### config.mk
export PLATFORM = sky130hd
export DESIGN_NAME = tone_color_polarity
export DESIGN_NICKNAME = d
export VERILOG_FILES = /design/src/core/tone_pkg.sv /design/src/core/tone_det_if.sv /design/src/core/tone_wb_detect.sv /design/src/core/tone_nb_detect.sv /design/src/core/tone_color_polarity.sv
export SDC_FILE = /design/constraint.sdc
export NUM_CORES = 1
export LEC_CHECK = 0
export BUFFER_PORTS_ARGS = -buffer_cell sky130_fd_sc_hd__buf_2
export CAP_MARGIN = 0
export CORE_MARGIN = 4
export CORE_UTILIZATION = 50
export CTS_CLUSTER_SIZE = 10
export DETAILED_ROUTE_END_ITERATION = 16
export PLACE_DENSITY = 0.63
export SLEW_MARGIN = 15
export SYNTH_ARGS = -nofsm -noshare
export SYNTH_HDL_FRONTEND = slang
export SYNTH_SLANG_ARGS = --single-unit
### constraint.sdc
create_clock -name CORE_CLK -period 20.7 [get_ports CORE_CLK]
set_input_delay 4.14 -clock CORE_CLK [delete_from_list [all_inputs] [get_ports CORE_CLK]]
set_output_delay 4.14 -clock CORE_CLK [all_outputs]
set_load 0.02 [all_outputs]
### src/core/tone_pkg.sv
// constants and lookups for the tone, color code and polarity block
`default_nettype none
package tone_pkg;
   localparam int          CLK_HZ           = 10_000_000;
   localparam logic [7:0]  COLOR_CODE_ADDR  = 8'h01;
   localparam logic [7:0]  POLARITY_ADDR    = 8'h02;
   localparam logic [6:0]  COLOR_CODE_RESET = 7'h00;
   localparam logic [3:0]  POLARITY_RESET   = 4'h0;
   localparam int          COLOR_CODE_W     = 7;
   localparam int          POLARITY_W       = 4;
   localparam int          POL_RX_BIT       = 0;
   localparam int          POL_TX_BIT       = 1;
   localparam int          POL_RF_BIT       = 2;
   localparam int          POL_IRQ_BIT      = 3;
   // wideband and narrowband timing
   localparam int          WB_WINDOW_MS     = 100;
   localparam int          WB_WINDOW_CYC    = CLK_HZ / 1000 * WB_WINDOW_MS;
   localparam int          NB_FIRST_EVAL_MS = 120;
   localparam int          NB_EVAL_CYC      = CLK_HZ / 1000 * NB_FIRST_EVAL_MS;
   localparam int          NB_BIT_US        = 5000;
   localparam int          NB_BIT_CYC       = CLK_HZ / 1_000_000 * NB_BIT_US;
   localparam int          PERIOD_W         = 12;
   localparam int          WINDOW_W         = 21;
   // band edges and generated frequencies
   localparam int          BAND0_LO_HZ      = 5955;
   localparam int          BAND0_HI_HZ      = 5985;
   localparam int          BAND1_HI_HZ      = 6015;
   localparam int          BAND2_HI_HZ      = 6045;
   localparam int          TEST_TONE_HZ     = 6000;
   localparam int          SWING_HZ         = 15;
   localparam logic [1:0]  BAND_TEST        = 2'b11;
   localparam int          NB_WORD_W        = 24;

   typedef enum {GEN_CENTER, GEN_HIGH, GEN_LOW} gen_sel_type;

   function automatic logic [NB_WORD_W-1:0] tone_word(input logic [2:0] code);
      case (code)
         3'd0:    tone_word = 24'h2556cb;
         3'd1:    tone_word = 24'h255b2b;
         3'd2:    tone_word = 24'h256a9b;
         3'd3:    tone_word = 24'h25ad4d;
         3'd4:    tone_word = 24'h26ab2b;
         3'd5:    tone_word = 24'h26b2ad;
         3'd6:    tone_word = 24'h2969ab;
         default: tone_word = 24'h0aaaaa;
      endcase
   endfunction : tone_word

   // color code sequence left aligned in seven bits, with its length
   function automatic logic [9:0] color_seq(input logic [1:0] code);
      case (code)
         2'd0:    color_seq = {7'h00, 3'd6};
         2'd1:    color_seq = {7'h1f, 3'd7};
         2'd2:    color_seq = {7'h63, 3'd7};
         default: color_seq = {7'h78, 3'd6};
      endcase
   endfunction : color_seq
endpackage : tone_pkg
`default_nettype wire

### src/core/tone_det_if.sv
// carrier between the top and one tone detector
`default_nettype none
interface tone_det_if;
   logic       init;
   logic [2:0] code;
   logic [7:0] coef;
   logic       rx_level;
   logic       invalid;
   logic       ev;
   logic       no_tone;
   logic       off_band;
   modport ctl (output init, code, coef, rx_level, input invalid, ev, no_tone, off_band);
   modport det (input init, code, coef, rx_level, output invalid, ev, no_tone, off_band);
endinterface : tone_det_if
`default_nettype wire

### src/core/tone_wb_detect.sv
// wideband supervisory tone band detector
`default_nettype none
module tone_wb_detect #(
   parameter int WINDOW_CYC = tone_pkg::WB_WINDOW_CYC
) (
   input  wire logic   clk,
   input  wire logic   rstn,
   tone_det_if.det     d
);
   logic [tone_pkg::PERIOD_W-1:0] per_r;
   logic [tone_pkg::WINDOW_W-1:0] win_r;
   logic [7:0]                    inband_r;
   logic [7:0]                    edges_r;
   logic                          prev_r;
   logic                          first_r;
   logic [31:0]                   lo_cyc;
   logic [31:0]                   hi_cyc;
   logic                          rise;
   logic                          win_end;
   logic                          valid_nxt;

   always_comb begin
      case (d.code[1:0])
         2'd0:    begin lo_cyc = tone_pkg::CLK_HZ / tone_pkg::BAND0_HI_HZ;
                        hi_cyc = tone_pkg::CLK_HZ / tone_pkg::BAND0_LO_HZ; end
         2'd1:    begin lo_cyc = tone_pkg::CLK_HZ / tone_pkg::BAND1_HI_HZ;
                        hi_cyc = tone_pkg::CLK_HZ / tone_pkg::BAND0_HI_HZ; end
         default: begin lo_cyc = tone_pkg::CLK_HZ / tone_pkg::BAND2_HI_HZ;
                        hi_cyc = tone_pkg::CLK_HZ / tone_pkg::BAND1_HI_HZ; end
      endcase
   end
   assign rise      = d.rx_level & ~prev_r;
   assign win_end   = (32'(win_r) == 32'(WINDOW_CYC - 1));
   // test band never locks
   assign valid_nxt = (edges_r != 8'h00) && (inband_r >= d.coef) &&
                      (d.code[1:0] != tone_pkg::BAND_TEST);

   always_ff @(posedge clk) begin
      if (!rstn) prev_r <= 1'b0;
      else       prev_r <= d.rx_level;
   end

   always_ff @(posedge clk) begin
      if (!rstn || rise)                        per_r <= '0;
      else if (per_r != {tone_pkg::PERIOD_W{1'b1}}) per_r <= per_r + 1'b1;
   end

   always_ff @(posedge clk) begin
      if (!rstn || d.init || win_end) begin
         win_r    <= '0;
         inband_r <= 8'h00;
         edges_r  <= 8'h00;
      end else begin
         win_r <= win_r + 1'b1;
         if (rise && edges_r != 8'hff) edges_r <= edges_r + 1'b1;
         if (rise && inband_r != 8'hff && 32'(per_r) >= lo_cyc && 32'(per_r) <= hi_cyc)
            inband_r <= inband_r + 1'b1;
      end
   end

   always_ff @(posedge clk) begin
      if (!rstn || d.init) begin
         d.invalid  <= 1'b1;
         first_r    <= 1'b1;
         d.ev       <= 1'b0;
         d.no_tone  <= 1'b1;
         d.off_band <= 1'b0;
      end else begin
         d.ev <= win_end & (first_r | (d.invalid == valid_nxt));
         if (win_end) begin
            d.invalid  <= ~valid_nxt;
            first_r    <= 1'b0;
            d.no_tone  <= (edges_r == 8'h00);
            d.off_band <= (edges_r != 8'h00) & ~valid_nxt;
         end
      end
   end
endmodule : tone_wb_detect
`default_nettype wire

### src/core/tone_nb_detect.sv
// narrowband digital supervisory tone word detector
`default_nettype none
module tone_nb_detect #(
   parameter int EVAL_CYC = tone_pkg::NB_EVAL_CYC,
   parameter int BIT_CYC  = tone_pkg::NB_BIT_CYC
) (
   input  wire logic   clk,
   input  wire logic   rstn,
   tone_det_if.det     d
);
   logic [tone_pkg::NB_WORD_W-1:0] shift_r;
   logic [tone_pkg::WINDOW_W-1:0]  eval_r;
   logic [tone_pkg::WINDOW_W-1:0]  bit_r;
   logic                           hit_r;
   logic                           first_r;
   logic [7:0]                     errs;
   logic                           bit_tick;
   logic                           eval_end;

   assign bit_tick = (32'(bit_r) == 32'(BIT_CYC - 1));
   assign eval_end = (32'(eval_r) == 32'(EVAL_CYC - 1));
   assign errs     = 8'($countones(shift_r ^ tone_pkg::tone_word(d.code)));
   assign d.no_tone  = 1'b0;
   assign d.off_band = 1'b0;

   always_ff @(posedge clk) begin
      if (!rstn || bit_tick) bit_r <= '0;
      else                   bit_r <= bit_r + 1'b1;
   end

   always_ff @(posedge clk) begin
      if (!rstn)         shift_r <= '0;
      else if (bit_tick) shift_r <= {shift_r[tone_pkg::NB_WORD_W-2:0], d.rx_level};
   end

   always_ff @(posedge clk) begin
      if (!rstn || d.init) begin
         eval_r    <= '0;
         hit_r     <= 1'b0;
         first_r   <= 1'b1;
         d.invalid <= 1'b1;
         d.ev      <= 1'b0;
      end else begin
         eval_r <= eval_end ? '0 : eval_r + 1'b1;
         d.ev   <= eval_end & (first_r | (d.invalid == hit_r));
         if (eval_end) begin
            d.invalid <= ~hit_r;
            hit_r     <= 1'b0;
            first_r   <= 1'b0;
         end else if (bit_tick && errs <= d.coef) begin
            hit_r <= 1'b1;
         end
      end
   end
endmodule : tone_nb_detect
`default_nettype wire

### src/core/tone_color_polarity.sv
// tone color code and signal polarity control block
// What this block does
// color code bits 1:0 choose the sequence inserted into control channel messages.
// wideband loop locks only inside the band chosen by bits 3:2.
// received tone outside selected band sets the invalid tone status flag.
// wideband voice entry or color word write reinitialises detector, flag high, phase kept.
// tone event set on each valid/invalid change and first evaluation.
// tone event raises interrupt only when its mask bit is set.
// wideband lock judged over a 0.1 s window using the lock coefficient.
// wideband generator always outputs a tone inside the programmed band.
// host must switch tone output off after a lost tone event.
// off-band received tone makes output alternate plus and minus 15 Hz.
// no received tone keeps output at band centre and flags invalid.
// band code 11 outputs a fixed 6 kHz test tone, no locking.
// narrowband input compared continuously against word chosen by bits 6:4.
// word detected when bit errors do not exceed the error threshold.
// undetected word or initialisation sets the invalid tone status flag.
// narrowband entry or color word write reinitialises the narrowband detector.
// narrowband event after each change and first evaluation, 0.12 s after init.
// narrowband generator always sends the word for the programmed code.
// signalling bit sends inverted word, switching only at word boundaries.
// polarity bit 0 inverts receive data, bit 1 inverts transmit data.
// polarity bit 2 makes both rf enable pins active low.
// polarity bit 3 makes the interrupt pin active low.
// tone transmit enable gates tone output in both modes.
// unused bits of both control words have no effect.
`default_nettype none
module tone_color_polarity #(
   parameter int WB_WINDOW_CYC = tone_pkg::WB_WINDOW_CYC,
   parameter int NB_EVAL_CYC   = tone_pkg::NB_EVAL_CYC,
   parameter int NB_BIT_CYC    = tone_pkg::NB_BIT_CYC
) (
   input  wire logic       CORE_CLK,
   input  wire logic       RSTN,
   input  wire logic       REG_WR_STROBE,
   input  wire logic [7:0] REG_WR_ADDR,
   input  wire logic [7:0] REG_WR_DATA,
   input  wire logic       NARROWBAND_MODE,
   input  wire logic       VOICE_CHANNEL_MODE,
   input  wire logic       TONE_TX_ENABLE,
   input  wire logic       SIGNALLING_ENABLE,
   input  wire logic [7:0] TONE_LOCK_COEFFICIENT,
   input  wire logic [7:0] ERROR_THRESHOLD_COEFFICIENT,
   input  wire logic       TONE_EVENT_MASK,
   input  wire logic       TONE_EVENT_CLEAR,
   input  wire logic       OTHER_IRQ_REQUEST,
   input  wire logic       ARBITRATION_FAIL,
   input  wire logic       RX_RF_IDLE,
   input  wire logic       TX_DATA,
   input  wire logic       RX_DATA_INPUT,
   input  wire logic       TONE_COMPARATOR_IN,
   output logic            RX_DATA,
   output logic            TX_DATA_OUTPUT,
   output logic            TX_RF_ENABLE_PIN_O,
   output logic            TX_RF_ENABLE_PIN_OE,
   output logic            RX_RF_ENABLE_PIN_O,
   output logic            RX_RF_ENABLE_PIN_OE,
   output logic            INTERRUPT_PIN,
   output logic            TONE_OUTPUT_PIN,
   output logic            INVALID_TONE_STATUS,
   output logic            TONE_STATUS_EVENT,
   output logic [6:0]      DIGITAL_COLOR_CODE_BITS,
   output logic [2:0]      DIGITAL_COLOR_CODE_LEN
);
   logic [tone_pkg::COLOR_CODE_W-1:0] color_r;
   logic [tone_pkg::POLARITY_W-1:0]   pol_r;
   logic                              color_wr;
   logic                              pol_wr;
   logic [1:0]                        rx_sync_r;
   logic [1:0]                        cmp_sync_r;
   logic                              wb_voice;
   logic                              wb_voice_prev_r;
   logic                              nb_prev_r;
   logic                              wb_init;
   logic                              nb_init;
   logic                              event_r;
   logic                              event_set;
   logic                              irq_active;
   logic [tone_pkg::PERIOD_W-1:0]     half_cyc;
   logic [tone_pkg::PERIOD_W-1:0]     gen_cnt_r;
   logic                              wb_tone_r;
   logic                              swing_hi_r;
   tone_pkg::gen_sel_type             gen_sel;
   logic [tone_pkg::WINDOW_W-1:0]     nb_bit_r;
   logic [4:0]                        nb_idx_r;
   logic [tone_pkg::NB_WORD_W-1:0]    nb_word_r;
   logic                              nb_inv_r;
   logic                              nb_tick;
   logic                              tone_sel;
   logic [9:0]                        seq;

   tone_det_if wb_if ();
   tone_det_if nb_if ();

   // register writes from the serial port front end
   assign color_wr = REG_WR_STROBE && (REG_WR_ADDR == tone_pkg::COLOR_CODE_ADDR);
   assign pol_wr   = REG_WR_STROBE && (REG_WR_ADDR == tone_pkg::POLARITY_ADDR);

   always_ff @(posedge CORE_CLK) begin
      if (!RSTN)         color_r <= tone_pkg::COLOR_CODE_RESET;
      else if (color_wr) color_r <= REG_WR_DATA[tone_pkg::COLOR_CODE_W-1:0];
   end

   always_ff @(posedge CORE_CLK) begin
      if (!RSTN)       pol_r <= tone_pkg::POLARITY_RESET;
      else if (pol_wr) pol_r <= REG_WR_DATA[tone_pkg::POLARITY_W-1:0];
   end

   // pin synchronisers
   always_ff @(posedge CORE_CLK) begin
      if (!RSTN) begin
         rx_sync_r  <= 2'b00;
         cmp_sync_r <= 2'b00;
      end else begin
         rx_sync_r  <= {rx_sync_r[0], RX_DATA_INPUT};
         cmp_sync_r <= {cmp_sync_r[0], TONE_COMPARATOR_IN};
      end
   end

   // data polarity
   always_ff @(posedge CORE_CLK) begin
      if (!RSTN) begin
         RX_DATA        <= 1'b0;
         TX_DATA_OUTPUT <= 1'b0;
      end else begin
         RX_DATA        <= rx_sync_r[1] ^ pol_r[tone_pkg::POL_RX_BIT];
         TX_DATA_OUTPUT <= TX_DATA ^ pol_r[tone_pkg::POL_TX_BIT];
      end
   end

   // open drain rf enables: pull low when the wanted level is low
   always_ff @(posedge CORE_CLK) begin
      if (!RSTN) begin
         TX_RF_ENABLE_PIN_OE <= 1'b0;
         RX_RF_ENABLE_PIN_OE <= 1'b0;
      end else begin
         TX_RF_ENABLE_PIN_OE <= ~(ARBITRATION_FAIL ^ pol_r[tone_pkg::POL_RF_BIT]);
         RX_RF_ENABLE_PIN_OE <= ~(RX_RF_IDLE ^ pol_r[tone_pkg::POL_RF_BIT]);
      end
   end
   assign TX_RF_ENABLE_PIN_O = 1'b0;
   assign RX_RF_ENABLE_PIN_O = 1'b0;

   // color code sequence
   assign seq = tone_pkg::color_seq(color_r[1:0]);
   always_ff @(posedge CORE_CLK) begin
      if (!RSTN) begin
         DIGITAL_COLOR_CODE_BITS <= 7'h00;
         DIGITAL_COLOR_CODE_LEN  <= 3'd0;
      end else begin
         DIGITAL_COLOR_CODE_BITS <= seq[9:3];
         DIGITAL_COLOR_CODE_LEN  <= seq[2:0];
      end
   end

   // detector initialisation on mode entry or color word write
   assign wb_voice = ~NARROWBAND_MODE & VOICE_CHANNEL_MODE;
   always_ff @(posedge CORE_CLK) begin
      if (!RSTN) begin
         wb_voice_prev_r <= 1'b0;
         nb_prev_r       <= 1'b0;
      end else begin
         wb_voice_prev_r <= wb_voice;
         nb_prev_r       <= NARROWBAND_MODE;
      end
   end
   assign wb_init = color_wr | (wb_voice & ~wb_voice_prev_r);
   assign nb_init = color_wr | (NARROWBAND_MODE & ~nb_prev_r);

   assign wb_if.init     = wb_init;
   assign wb_if.code     = {1'b0, color_r[3:2]};
   assign wb_if.coef     = TONE_LOCK_COEFFICIENT;
   assign wb_if.rx_level = cmp_sync_r[1];
   assign nb_if.init     = nb_init;
   assign nb_if.code     = color_r[6:4];
   assign nb_if.coef     = ERROR_THRESHOLD_COEFFICIENT;
   assign nb_if.rx_level = rx_sync_r[1] ^ pol_r[tone_pkg::POL_RX_BIT];

   tone_wb_detect #(
      .WINDOW_CYC (WB_WINDOW_CYC)
   ) u_wb (
      .clk  (CORE_CLK),
      .rstn (RSTN),
      .d    (wb_if.det)
   );

   tone_nb_detect #(
      .EVAL_CYC (NB_EVAL_CYC),
      .BIT_CYC  (NB_BIT_CYC)
   ) u_nb (
      .clk  (CORE_CLK),
      .rstn (RSTN),
      .d    (nb_if.det)
   );

   // status, event and interrupt
   always_ff @(posedge CORE_CLK) begin
      if (!RSTN) INVALID_TONE_STATUS <= 1'b1;
      else       INVALID_TONE_STATUS <= NARROWBAND_MODE ? nb_if.invalid : wb_if.invalid;
   end

   assign event_set = NARROWBAND_MODE ? nb_if.ev : (wb_voice & wb_if.ev);

   // set wins over clear
   always_ff @(posedge CORE_CLK) begin
      if (!RSTN)                 event_r <= 1'b0;
      else if (event_set)        event_r <= 1'b1;
      else if (TONE_EVENT_CLEAR) event_r <= 1'b0;
   end
   assign TONE_STATUS_EVENT = event_r;

   assign irq_active = (event_r & TONE_EVENT_MASK) | OTHER_IRQ_REQUEST;
   always_ff @(posedge CORE_CLK) begin
      if (!RSTN) INTERRUPT_PIN <= pol_r[tone_pkg::POL_IRQ_BIT] ;
      else       INTERRUPT_PIN <= irq_active ^ pol_r[tone_pkg::POL_IRQ_BIT];
   end

   // wideband tone generator, never reset by detector init
   always_comb begin
      if (color_r[3:2] == tone_pkg::BAND_TEST)
         gen_sel = tone_pkg::GEN_CENTER;
      else if (wb_if.off_band)
         gen_sel = swing_hi_r ? tone_pkg::GEN_HIGH : tone_pkg::GEN_LOW;
      else
         gen_sel = tone_pkg::GEN_CENTER;
   end

   always_comb begin
      logic [31:0] hz;
      hz = 32'(tone_pkg::TEST_TONE_HZ);
      case (color_r[3:2])
         2'd0:    hz = 32'((tone_pkg::BAND0_LO_HZ + tone_pkg::BAND0_HI_HZ) / 2);
         2'd1:    hz = 32'((tone_pkg::BAND0_HI_HZ + tone_pkg::BAND1_HI_HZ) / 2);
         2'd2:    hz = 32'((tone_pkg::BAND1_HI_HZ + tone_pkg::BAND2_HI_HZ) / 2);
         default: hz = 32'(tone_pkg::TEST_TONE_HZ);
      endcase
      case (gen_sel)
         tone_pkg::GEN_HIGH: hz = hz + 32'(tone_pkg::SWING_HZ);
         tone_pkg::GEN_LOW:  hz = hz - 32'(tone_pkg::SWING_HZ);
         default:            hz = hz;
      endcase
      half_cyc = tone_pkg::PERIOD_W'(32'(tone_pkg::CLK_HZ / 2) / hz);
   end

   always_ff @(posedge CORE_CLK) begin
      if (!RSTN) begin
         gen_cnt_r  <= '0;
         wb_tone_r  <= 1'b0;
         swing_hi_r <= 1'b0;
      end else if (gen_cnt_r + 1'b1 >= half_cyc) begin
         gen_cnt_r <= '0;
         wb_tone_r <= ~wb_tone_r;
         if (wb_tone_r) swing_hi_r <= ~swing_hi_r;
      end else begin
         gen_cnt_r <= gen_cnt_r + 1'b1;
      end
   end

   // narrowband word generator, inversion changes only at word start
   assign nb_tick = (32'(nb_bit_r) == 32'(NB_BIT_CYC - 1));
   always_ff @(posedge CORE_CLK) begin
      if (!RSTN || nb_tick) nb_bit_r <= '0;
      else                  nb_bit_r <= nb_bit_r + 1'b1;
   end

   always_ff @(posedge CORE_CLK) begin
      if (!RSTN) begin
         nb_idx_r  <= 5'd0;
         nb_word_r <= tone_pkg::tone_word(3'd0);
         nb_inv_r  <= 1'b0;
      end else if (nb_tick) begin
         if (nb_idx_r == 5'(tone_pkg::NB_WORD_W - 1)) begin
            nb_idx_r  <= 5'd0;
            nb_word_r <= tone_pkg::tone_word(color_r[6:4]);
            nb_inv_r  <= SIGNALLING_ENABLE;
         end else begin
            nb_idx_r <= nb_idx_r + 5'd1;
         end
      end
   end

   assign tone_sel = NARROWBAND_MODE ?
                     (nb_word_r[5'(tone_pkg::NB_WORD_W - 1) - nb_idx_r] ^ nb_inv_r) :
                     wb_tone_r;

   always_ff @(posedge CORE_CLK) begin
      if (!RSTN) TONE_OUTPUT_PIN <= 1'b0;
      else       TONE_OUTPUT_PIN <= TONE_TX_ENABLE & tone_sel;
   end
endmodule : tone_color_polarity
`default_nettype wire

* Word-level counts from Yosys, hierarchy flattened
Index checks and enable logic that the tools add are counted.
** Word-level totals
- Register bits after elaboration :: 224
- Bits of input ports :: 47
- Output and inout bits :: 20
- Word-level logic and storage cells :: 183
** Operators by class
- $add $sub $neg :: 35
- Div/mod/pow operators :: 1
- Order comparisons :: 6
- Eq/ne operators :: 26
- Multiplexer cells :: 18
- Bitwise logic cells :: 33
- Reduce and logical (&&, ||, !) cells :: 25
** Operators by type and width (number)
- 22-bit case mux with 7 select lines :: 1
- 8-bit adder :: 11
- 21-bit by 1-bit adder with 21-bit output (second input constant) :: 4
- 32-bit case mux with 2 select lines :: 1
- 8-bit case mux with 2 select lines :: 3
- 21-bit by 16-bit equality test with 1-bit output (second input constant) :: 2
- 32-bit by 4-bit adder with 32-bit output (second input constant) :: 1
- 23-bit by 32-bit divider with 32-bit output (first input constant) :: 1
- 32-bit by 1-bit equality test with 1-bit output (second input constant) :: 1
- 32-bit by 2-bit equality test with 1-bit output (second input constant) :: 1
- 32-bit by 4-bit subtractor with 32-bit output (second input constant) :: 1
- 10-bit case mux with 3 select lines :: 1
- 1-bit by 1-bit adder with 2-bit output :: 12
- 12-bit by 1-bit adder with 12-bit output (second input constant) :: 2
- 24-bit by 22-bit bitwise XOR with 24-bit output :: 1
- 21-bit by 20-bit equality test with 1-bit output (second input constant) :: 1
- 21-bit equality test (second input constant) :: 1
- 8-bit by 1-bit adder with 8-bit output (second input constant) :: 2
- 8-bit inequality test (second input constant) :: 2
- 12-bit by 11-bit greater-or-equal comparator with 1-bit output :: 1
- 12-bit greater-or-equal comparator :: 1
- 12-bit by 11-bit <= comparator with 1-bit output :: 1
- 12-bit inequality test (second input constant) :: 1
- 1-bit NOT :: 11
- other kinds (31) :: 80

* Longest topological paths before layout
Gate-level depths: netlist of the first run.
- Depth in word-level cells :: 10
- Mapped depth :: 120

* Modules after synthesis
From an unflattened synthesis of the first run, not the netlist that was laid out.
** Second synthesis, totals
- Cell total of the unflattened synthesis :: 1909
- Area, all modules :: 15916.5 µm²
** By module, submodules not included
- tone_color_polarity :: times used 1, cells an instance 1150, area each 9014.9 µm², sequential area each 1781.7 µm²
- tone_nb_detect :: times used 1, cells an instance 424, area each 4000.1 µm², sequential area each 1401.3 µm²
- tone_wb_detect :: times used 1, cells an instance 335, area each 2901.5 µm², sequential area each 1101.1 µm²

* Worst setup path before layout of the first run
No wires, ideal clock.
- Kind :: flip-flop to flip-flop
- Start point :: register color_r[2] (netlist name)
- End point :: register gen_cnt_r[10] (netlist name)
- Setup time :: 0.060 ns
- Data arrival time :: 17.948 ns
- Slack :: 2.692 ns
- Stages on the path, launching flop included :: 113
- Path through :: dfxtp_1 -> buf_2 -> clkbuf_1 -> nand2_1 -> nand2_1 -> or2_2 -> ha_1 -> buf_4 -> a21oi_4 -> clkbuf_1 -> clkbuf_1 -> clkbuf_1 -> ha_1 -> a311oi_1 -> xnor2_1 -> nand2_1 -> o21ai_0 -> ha_1 -> (+77 left out) -> a211oi_1 -> ha_1 -> a21o_1 -> a21oi_1 -> nor2b_1 -> o21ai_0 -> nand2b_1 -> a21oi_1 -> nor2b_1 -> o21ai_0 -> nand2b_1 -> a21oi_1 -> nor2b_1 -> o21ai_0 -> nand2_1 -> inv_1 -> clkbuf_1 -> and3_1
** On the way
- Cells in the longest elaborated chain, start to end :: 7
- Elaborated cells on any way between the ends :: 13
** RTL lines
- start, declared :: RTL line tone_color_polarity.sv:65 : logic [tone_pkg::COLOR_CODE_W-1:0] color_r;
- start signal, assigned :: RTL line tone_color_polarity.sv:100 : if (!RSTN) color_r <= tone_pkg::COLOR_CODE_RESET;
- start signal, assigned :: RTL line tone_color_polarity.sv:101 : else if (color_wr) color_r <= REG_WR_DATA[tone_pkg::COLOR_CODE_W-1:0];
- 2-bit equality test (tied with other cells) :: RTL line tone_color_polarity.sv:231 : case (color_r[3:2])
- 8-bit case mux with 2 select lines / 2-bit two-way mux (equally long branches) :: RTL line tone_color_polarity.sv:231, tone_color_polarity.sv:220
- 32-bit by 4-bit subtractor with 32-bit output (tied with other cells) :: RTL line tone_color_polarity.sv:239 : tone_pkg::GEN_LOW: hz = hz - 32'(tone_pkg::SWING_HZ);
- 32-bit case mux with 2 select lines (*) :: RTL line tone_color_polarity.sv:237 : case (gen_sel)
- 23-bit by 32-bit divider with 32-bit output (*) :: RTL line tone_color_polarity.sv:242 : half_cyc = tone_pkg::PERIOD_W'(32'(tone_pkg::CLK_HZ / 2) / hz);
- 12-bit greater-or-equal comparator (*) :: RTL line tone_color_polarity.sv:250 : end else if (gen_cnt_r + 1'b1 >= half_cyc) begin
- 2-bit OR reduction (no line) (*)
- end signal, assigned :: RTL line tone_color_polarity.sv:255 : gen_cnt_r <= gen_cnt_r + 1'b1;
- end, declared :: RTL line tone_color_polarity.sv:80 : logic [tone_pkg::PERIOD_W-1:0] gen_cnt_r;
Every way passes the cells marked *; elsewhere a longest branch is shown, timed or not.
A chain may end at the register's enable or synchronous reset.

* Final worst setup path of the first run
- Start point :: register color_r[3] (netlist name)
- End point :: register swing_hi_r
** On the way
- Cells in the longest elaborated chain, start to end :: 7
- Elaborated cells on any way between the ends :: 13
** RTL lines
- 2-bit equality test (tied with other cells) :: RTL line tone_color_polarity.sv:231
- 8-bit case mux with 2 select lines / 2-bit two-way mux (equally long branches) :: RTL line tone_color_polarity.sv:231, tone_color_polarity.sv:220
- 32-bit by 4-bit subtractor with 32-bit output (tied with other cells) :: RTL line tone_color_polarity.sv:239
- 32-bit case mux with 2 select lines (*) :: RTL line tone_color_polarity.sv:237
- 23-bit by 32-bit divider with 32-bit output (*) :: RTL line tone_color_polarity.sv:242
- 12-bit greater-or-equal comparator (*) :: RTL line tone_color_polarity.sv:250
- 2-bit AND reduction (no line) (*)
- end signal, assigned :: RTL line tone_color_polarity.sv:253 : if (wb_tone_r) swing_hi_r <= ~swing_hi_r;
- end, declared :: RTL line tone_color_polarity.sv:82 : logic swing_hi_r;
Marks and branches as above.

==> parameters.txt, run 1 <==
Parameter                              Value

Run
  Max-Cap Viols    0

Timing
  Headroom to the max-slew limit    37.7%
  Unrepaired setup endpoints after global routing    false
  Total negative slack for setup checks    0 ns
  Maximum clock frequency    53.6 MHz
  Final count of negative-setup-slack endpoints    0
  Final hold viol count    0
  Slew Limit Fails    0
  Final critical-path share of the clock period    90.1%
  Worst hold margin    0.434 ns
  Final Skew    0.0201 ns
  Slew at the pin with the worst max-slew slack    0.923 ns
  Minimum period implied by the final worst setup slack    18.66 ns

CTS
  CTS clk-pin slew, worst paths    0.05 ns
  Clk sinks    213
  CTS root buffer    clkbuf_16
  Clock network latency to the later pin of the worst-skew pair    0.53 ns
  Buffers from clock root to sink, at most    3
  Inserted Clock Buffers    26
  H-tree levels    1
  Clock tree from TritonCTS    yes

Routing
  DRC violation count after routing    0
  1st-pass router iterations    5
  Antenna viol nets, final    0
  Vias per inst    5.30
  Detailed Route WL    31300 um
  Routed vias    12283
  DR WL/cell    13.5 um
  DR iter-0 viols    526

Final layout
  Final Instance Area    0.0169 mm^2
  Most common library cell in the layout ignoring fill and taps    nor2_1
  Area taken by flip-flops and latches    0.00426 mm^2
  Number of nets in the final layout    2150
  Final core utilization    56.4%
  Growth of design area from synthesis to finish    10.1%
  Cell Count, Final, Fillers Out    2317
  Number of antenna cells inserted    0
  Share of final-layout standard cells stronger than drive strength 1    8.56%
  Area taken by multi-input logic gates    0.0105 mm^2
  Top library cells by usage in the layout, fill and taps aside    nor2_1 (214), dfxtp_1 (213), ha_1 (165)
  Filler cell count    2809

Synthesis
  Number of distinct standard cells referenced by the synthesized netlist    84
  Most used flip-flop cell after synthesis    dfxtp_1
  Yosys reg bits    213
  Sequential cell area fraction in the yosys report    27.8%
  Average cell area after synthesis    8.27 um^2
  Synthesized area    0.0154 mm^2
  Ys async rst share    0%
  Post-synthesis adder-cell area fraction    16.1%
  Post-synthesis xor/xnor area fraction    11.4%
  Yosys warning total    0
  Portion of netlist area occupied by mux cells    5.13%
  Area fraction in and, or, nand and nor cells after synthesis    22.7%
  Count of flip-flops with a built-in enable after synthesis    0
  Largest family of logic cells by synthesized area    simple AND/OR/NAND/NOR gates
  Compound-gate portion of the synthesized area    12.3%
  Cell count after synthesis    1857

Power
  Worst voltage drop across the vdd grid    0.0663 mV
  Power density normalized to cell area    67.4 mW/mm^2
  Leak    7.43 nW

Setup path
  Most used cell along the critical path    a21oi_1
  Family of cells with the greatest summed delay on the critical path    compound AO/OA/AOI/OAI gates
  Crit path capture type    flip-flop
  Buffers and inverters on the worst path    7
  Slowest Stage Delay on Critical Path    0.39 ns
  Type of element launching the critical path    flip-flop
  Maximum net fanout on the critical path    15
  Cell with the largest stage delay on the worst path    mux2_2
  Arr. time, crit path    19.08 ns
  Data required time at the worst endpoint    21.12 ns
  WS Path Type    reg2reg

Global routing
  Overall overflow remaining after global route    0
  Wire length of the first global-routing pass    54400 um
  Number of global-route vias before repair    11769
  Largest net degree at the start of global routing    56
  Initial antenna violation count    1
  Global-route total usage across every layer    18.6%

Place
  Standard cell area after detailed placement    0.0161 mm^2
  Port-buffer cells    63
  Total placed cells including tap cells    2276
  Final HPWL DP    23500 um
  Gpl congestion    0.818

Floorplanning
  Ports placed on the boundary    67
  DIE AREA    0.0336 mm^2
  Die X-Extent    183 um
  Starting density of the core    51.3%
  Placement row count    63
  Height of the chip    183 um
  Placeable Area    0.0300 mm^2

Status
  Run status    completed

Worst hold path
  Worst min path class    reg2reg
-- synthesized netlist by cell type (all sizes together), types with 29 or more instances --
master  number  area share, %
nor3        34            1.1
mux2i       55            3.6
dfxtp      213             28
nor2       216            5.3
ha         165             13
nand2b      29            1.2
nor2b       59            2.4
nand2      151            3.7
o21ai       80            2.6
clkbuf      51            1.2
xor2        99            5.6
a21oi      105            3.6
inv        103            2.5
and3        39            1.6
nand3       72            2.3
xnor2       98            5.7
-- area by class of cell --
| cell class | instances | share of cell area [%] |
|---|---|---|
| multi-input combinational | 1485 | 62.1 |
| clock inverter | 2 | 0.229 |
| tap | 390 | 2.89 |
| timing repair buffer | 88 | 3.07 |
| sequential | 213 | 25.2 |
| inverter | 105 | 2.33 |
| clock buffer | 34 | 4.20 |
-- per-stage QoR --
stage	total power, W	setup WS (ns)
after floorplan	0.000682	2.69
after global placement	0.000731	1.36
after detailed placement	0.000739	1.27
after CTS	0.00115	1.17
after global routing	0.00122	0.0481
final	0.00114	2.04
-- registers in the layout, indices dropped and copies added, names as in the netlist, 2 cells and up --
name and count:
nb_idx_r 5, u_wb.per_r 12, u_wb.inband_r 8, rx_sync_r 2
color_r 7, u_wb.edges_r 8, cmp_sync_r 2, nb_bit_r 21
gen_cnt_r 12, u_nb.bit_r 21, nb_word_r 18, u_nb.eval_r 21
DIGITAL_COLOR_CODE_BITS 4, u_wb.win_r 21, u_nb.shift_r 24, pol_r 4
-- where the power goes --
part / switching (W) / internal, W
combinational: 0.000174 / 0.000147
clock: 0.000163 / 0.000238
sequential: 0.00000307 / 0.000414
total: 0.000340 / 0.000799
-- what timing repair did --
item,4_1_cts,5_1_grt
resized for setup,0,9
endpoints found under the setup margin,0,13
hold endpoints to repair,0,0
buffers inserted,0,5
hold buffers,0,0
-- cell families (layout without fill, tap and decap cells) --
| kind of cell | after synthesis | after routing |
|---|---|---|
| XOR/XNOR | 197 | 197 |
| buffers and inverters | 174 | 229 |
| other | 2 | 17 |
| AND/OR/NAND/NOR | 710 | 710 |
| AO/OA/AOI/OAI | 301 | 301 |
| adder cells (fa/ha/maj) | 187 | 187 |
| flip-flops | 213 | 213 |
| multiplexers | 73 | 73 |
-- worst paths after layout --
kind / from / cells after the start / end / slack (ns)
setup reg to reg: color_r[3] / 113 / swing_hi_r / 2.04
hold / removal: cmp_sync_r[0] / 1 / cmp_sync_r[1] / 0.43
setup / recovery: color_r[3] / 113 / swing_hi_r / 2.04
hold reg to reg: cmp_sync_r[0] / 1 / cmp_sync_r[1] / 0.43
-- layer usage --
layer / routed length, um / GRT usage, % / share of wire (%)
met2: 14100 / 31.2 / 45
met1: 15700 / 26.2 / 50
met4: 388 / 2.74 / 1.2
met3: 1090 / 2.48 / 3.5
met5: 7 / 0 / 0.022
(Power assumes the default switching activity.)
==> inputs of run 2 (changes only) <==
--- a/config.mk
+++ b/config.mk
@@ -11,7 +11,7 @@
 export CORE_UTILIZATION = 50
 export CTS_CLUSTER_SIZE = 10
 export DETAILED_ROUTE_END_ITERATION = 16
-export PLACE_DENSITY = 0.63
+export PLACE_DENSITY_LB_ADDON = 0.1
 export SLEW_MARGIN = 15
 export SYNTH_ARGS = -nofsm -noshare
 export SYNTH_HDL_FRONTEND = slang
==> run 2 against run 1 <==
  * Utilization fell by 0.067 points
  * Via count shrank 0.38%
  * Cell count is 0.22% lower
  * Critical endpoint unchanged
  * Critical path depth down 4
==> parameters.txt, run 2 (synthesis results as in run 1) <==
Parameter                              Value

CTS
  Clk sinks    213 (unchanged)
  Clock tree from TritonCTS    yes
  CTS root buffer    clkbuf_16
  Clock network latency to the later pin of the worst-skew pair    0.52 ns (about the same)
  H-tree levels    1 (unchanged)
  Buffers from clock root to sink, at most    3 (unchanged)
  CTS clk-pin slew, worst paths    0.05 ns (about the same)
  Inserted Clock Buffers    25 (-3.8%)

Timing
  Final hold viol count    0 (unchanged)
  Minimum period implied by the final worst setup slack    18.94 ns (+0.275 ns)
  Slew at the pin with the worst max-slew slack    0.904 ns (-0.0185 ns)
  Final Skew    0.00789 ns (-0.0122 ns)
  Maximum clock frequency    52.8 MHz (-1.5%)
  Slew Limit Fails    0 (unchanged)
  Setup ws final    1.76 ns (-0.275 ns)
  Headroom to the max-slew limit    39.0% (+1.3 points)
  Final critical-path share of the clock period    91.5% (+1.3 points)
  Final count of negative-setup-slack endpoints    0 (unchanged)
  Total negative slack for setup checks    0 ns (unchanged)

Global routing
  Met3 track demand over resource in global routing    2.54% (+0.060 points)
  Global-route total usage across every layer    18.5% (-0.046 points)
  Overall overflow remaining after global route    0 (unchanged)
  Largest net degree at the start of global routing    82 (+46%)
  Met2 usage in global routing    31.0% (-0.24 points)
  Wire length of the first global-routing pass    54700 um (+0.42%)
  Number of global-route vias before repair    11939 (+1.4%)
  Global-route met1 utilization    26.2% (+0.061 points)
  Most Crowded Layer GR    met2
  Initial antenna violation count    2 (+1)

Routing
  1st-pass router iterations    5 (unchanged)
  Routed vias    12236 (-0.38%)
  Vias per inst    5.29 (-0.17%)
  DR iter-0 viols    596 (+13%)
  DRC violation count after routing    0 (unchanged)
  DR WL/cell    13.4 um (-0.29%)
  Antenna viol nets, final    0 (unchanged)
  Detailed Route WL    31100 um (-0.50%)

Power
  Power density normalized to cell area    67.2 mW/mm^2 (-0.27%)
  Worst voltage drop across the vdd grid    0.0564 mV (-15%)
  Leak    7.41 nW (-0.19%)
  Post-layout power    0.00113 W (-0.39%)

Floorplanning
  Height of the chip    183 um (unchanged)
  Starting density of the core    51.3% (unchanged)
  Placeable Area    0.0300 mm^2 (unchanged)
  DIE AREA    0.0336 mm^2 (unchanged)
  Placement row count    63 (unchanged)
  Ports placed on the boundary    67 (unchanged)
  Die X-Extent    183 um (unchanged)

Worst hold path
  Worst min path class    reg2reg
  Hold Path Stages    1 (unchanged)
  Launch point of the worst hold path    cmp_sync_r[0]
  Min-Delay Endpoint    cmp_sync_r[1]

Setup path
  Buffers and inverters on the worst path    10 (+3)
  Slowest Stage Delay on Critical Path    0.42 ns (+0.03 ns)
  Cell with the largest stage delay on the worst path    a211oi_4
  Critical path origin    color_r[3]
  Type of element launching the critical path    flip-flop
  Arr. time, crit path    19.35 ns (+0.27 ns)
  Family of cells with the greatest summed delay on the critical path    compound AO/OA/AOI/OAI gates
  Number of logic stages on the critical path including buffering    109 (-3.5%)
  WS Path Type    reg2reg
  Data required time at the worst endpoint    21.11 ns (about the same)
  Maximum net fanout on the critical path    18 (+3)
  Crit path capture type    flip-flop
  Most used cell along the critical path    a21oi_1
  R2R Setup Slk    1.76 ns (-0.28 ns)
  Path depth of the worst reg2reg path    109 (-3.5%)
  Capturing point of the worst reg2reg path    swing_hi_r
  FF-to-FF Start    color_r[3]

Place
  Port-buffer cells    63 (unchanged)
  Gpl congestion    0.825 (+0.82%)
  Place WS    1.17 ns (-0.0951 ns)
  Total placed cells including tap cells    2278 (+0.088%)
  Final HPWL DP    23300 um (-1.0%)

Final layout
  Number of antenna cells inserted    0 (unchanged)
  Filler cell count    2772 (-1.3%)
  Register ranked first by flip-flop count    u_nb.shift_r
  Area taken by flip-flops and latches    0.00426 mm^2 (unchanged)
  Top library cells by usage in the layout, fill and taps aside    nor2_1 (214), dfxtp_1 (213), ha_1 (165)
  Share of final-layout standard cells stronger than drive strength 1    8.69% (+0.13 points)
  Most common library cell in the layout ignoring fill and taps    nor2_1
  Area taken by multi-input logic gates    0.0105 mm^2 (+0.17%)
  Number of nets in the final layout    2151 (+0.047%)
  Max FFs per register    24 (unchanged)
  Final core utilization    56.4% (-0.067 points)
  Cell Count, Final, Fillers Out    2312 (-0.22%)
  Growth of design area from synthesis to finish    9.97%

Status
  Run status    completed

Run
  Max-Cap Viols    0 (unchanged)
## run 2: cell count changes in the layout (fill, tap and decap cells not counted), moves of 2 or more
cell / before / now
clkbuf_1: 5 / 1
a21oi_1: 100 / 98
buf_4: 23 / 25
a21oi_2: 3 / 5
clkbuf_8: 3 / 1
## run 2: timing repair
action | 4_1_cts | 5_1_grt
setup endpoints to repair | 0 | 13
gates resized for setup | 0 | 14
hold buffers | 0 | 0
setup buffers | 0 | 5
## run 2: worst max-delay path by stage
| stage | slack, ns | to |
|---|---|---|
| 2_1_floorplan | 2.69 | gen_cnt_r[10] |
| 3_3_place_gp | 1.35 | gen_cnt_r[4] |
| 3_5_place_dp | 1.17 | gen_cnt_r[6] |
| 4_1_cts | 1.06 | gen_cnt_r[1] |
| 5_1_grt | -0.05 | swing_hi_r |
| 6_report | 1.76 | swing_hi_r |
## run 2: power by group
group / switching, W / leakage, nW / internal, W
clock network: 0.000160 / 0.340 / 0.000231
logic: 0.000176 / 5.35 / 0.000151
registers: 0.00000302 / 1.72 / 0.000414
## run 2: worst reg2reg max path, delay by kind of cell (launching register included)
| kind | cells | cell delay, ns |
|---|---|---|
| multiplexers | 2 | 0.69 |
| XOR/XNOR | 4 | 0.48 |
| AND/OR/NAND/NOR | 34 | 4.21 |
| flip-flops | 1 | 0.36 |
| AO/OA/AOI/OAI | 47 | 8.19 |
| buffers and inverters | 10 | 1.44 |
| adder cells (fa/ha/maj) | 12 | 3.40 |
## run 2: cell type report
cell class / count / share of cell area (%)
multi-input combinational: 1485 / 62.2
clock inverter: 2 / 0.296
inverter: 105 / 2.36
timing repair buffer: 90 / 3.16
sequential: 213 / 25.3
clock buffer: 27 / 3.81
tap: 390 / 2.89
## run 2: stage by stage
| step | area, um^2 | hold slack (ns) |
|---|---|---|
| finish | 16900 | 0.430 |
| global route | 16900 | 0.453 |
| CTS | 16800 | 0.430 |
| detailed placement | 16100 | 0.417 |
| global placement | 16100 | 0.415 |
| floorplan | 15400 | 0.412 |
## run 2: routing by layer
layer | part of all wire (%) | wire (um)
met1 | 52 | 16000
met2 | 45 | 13800
met3 | 2.8 | 867
met4 | 1.1 | 344
met5 | 0.068 | 21
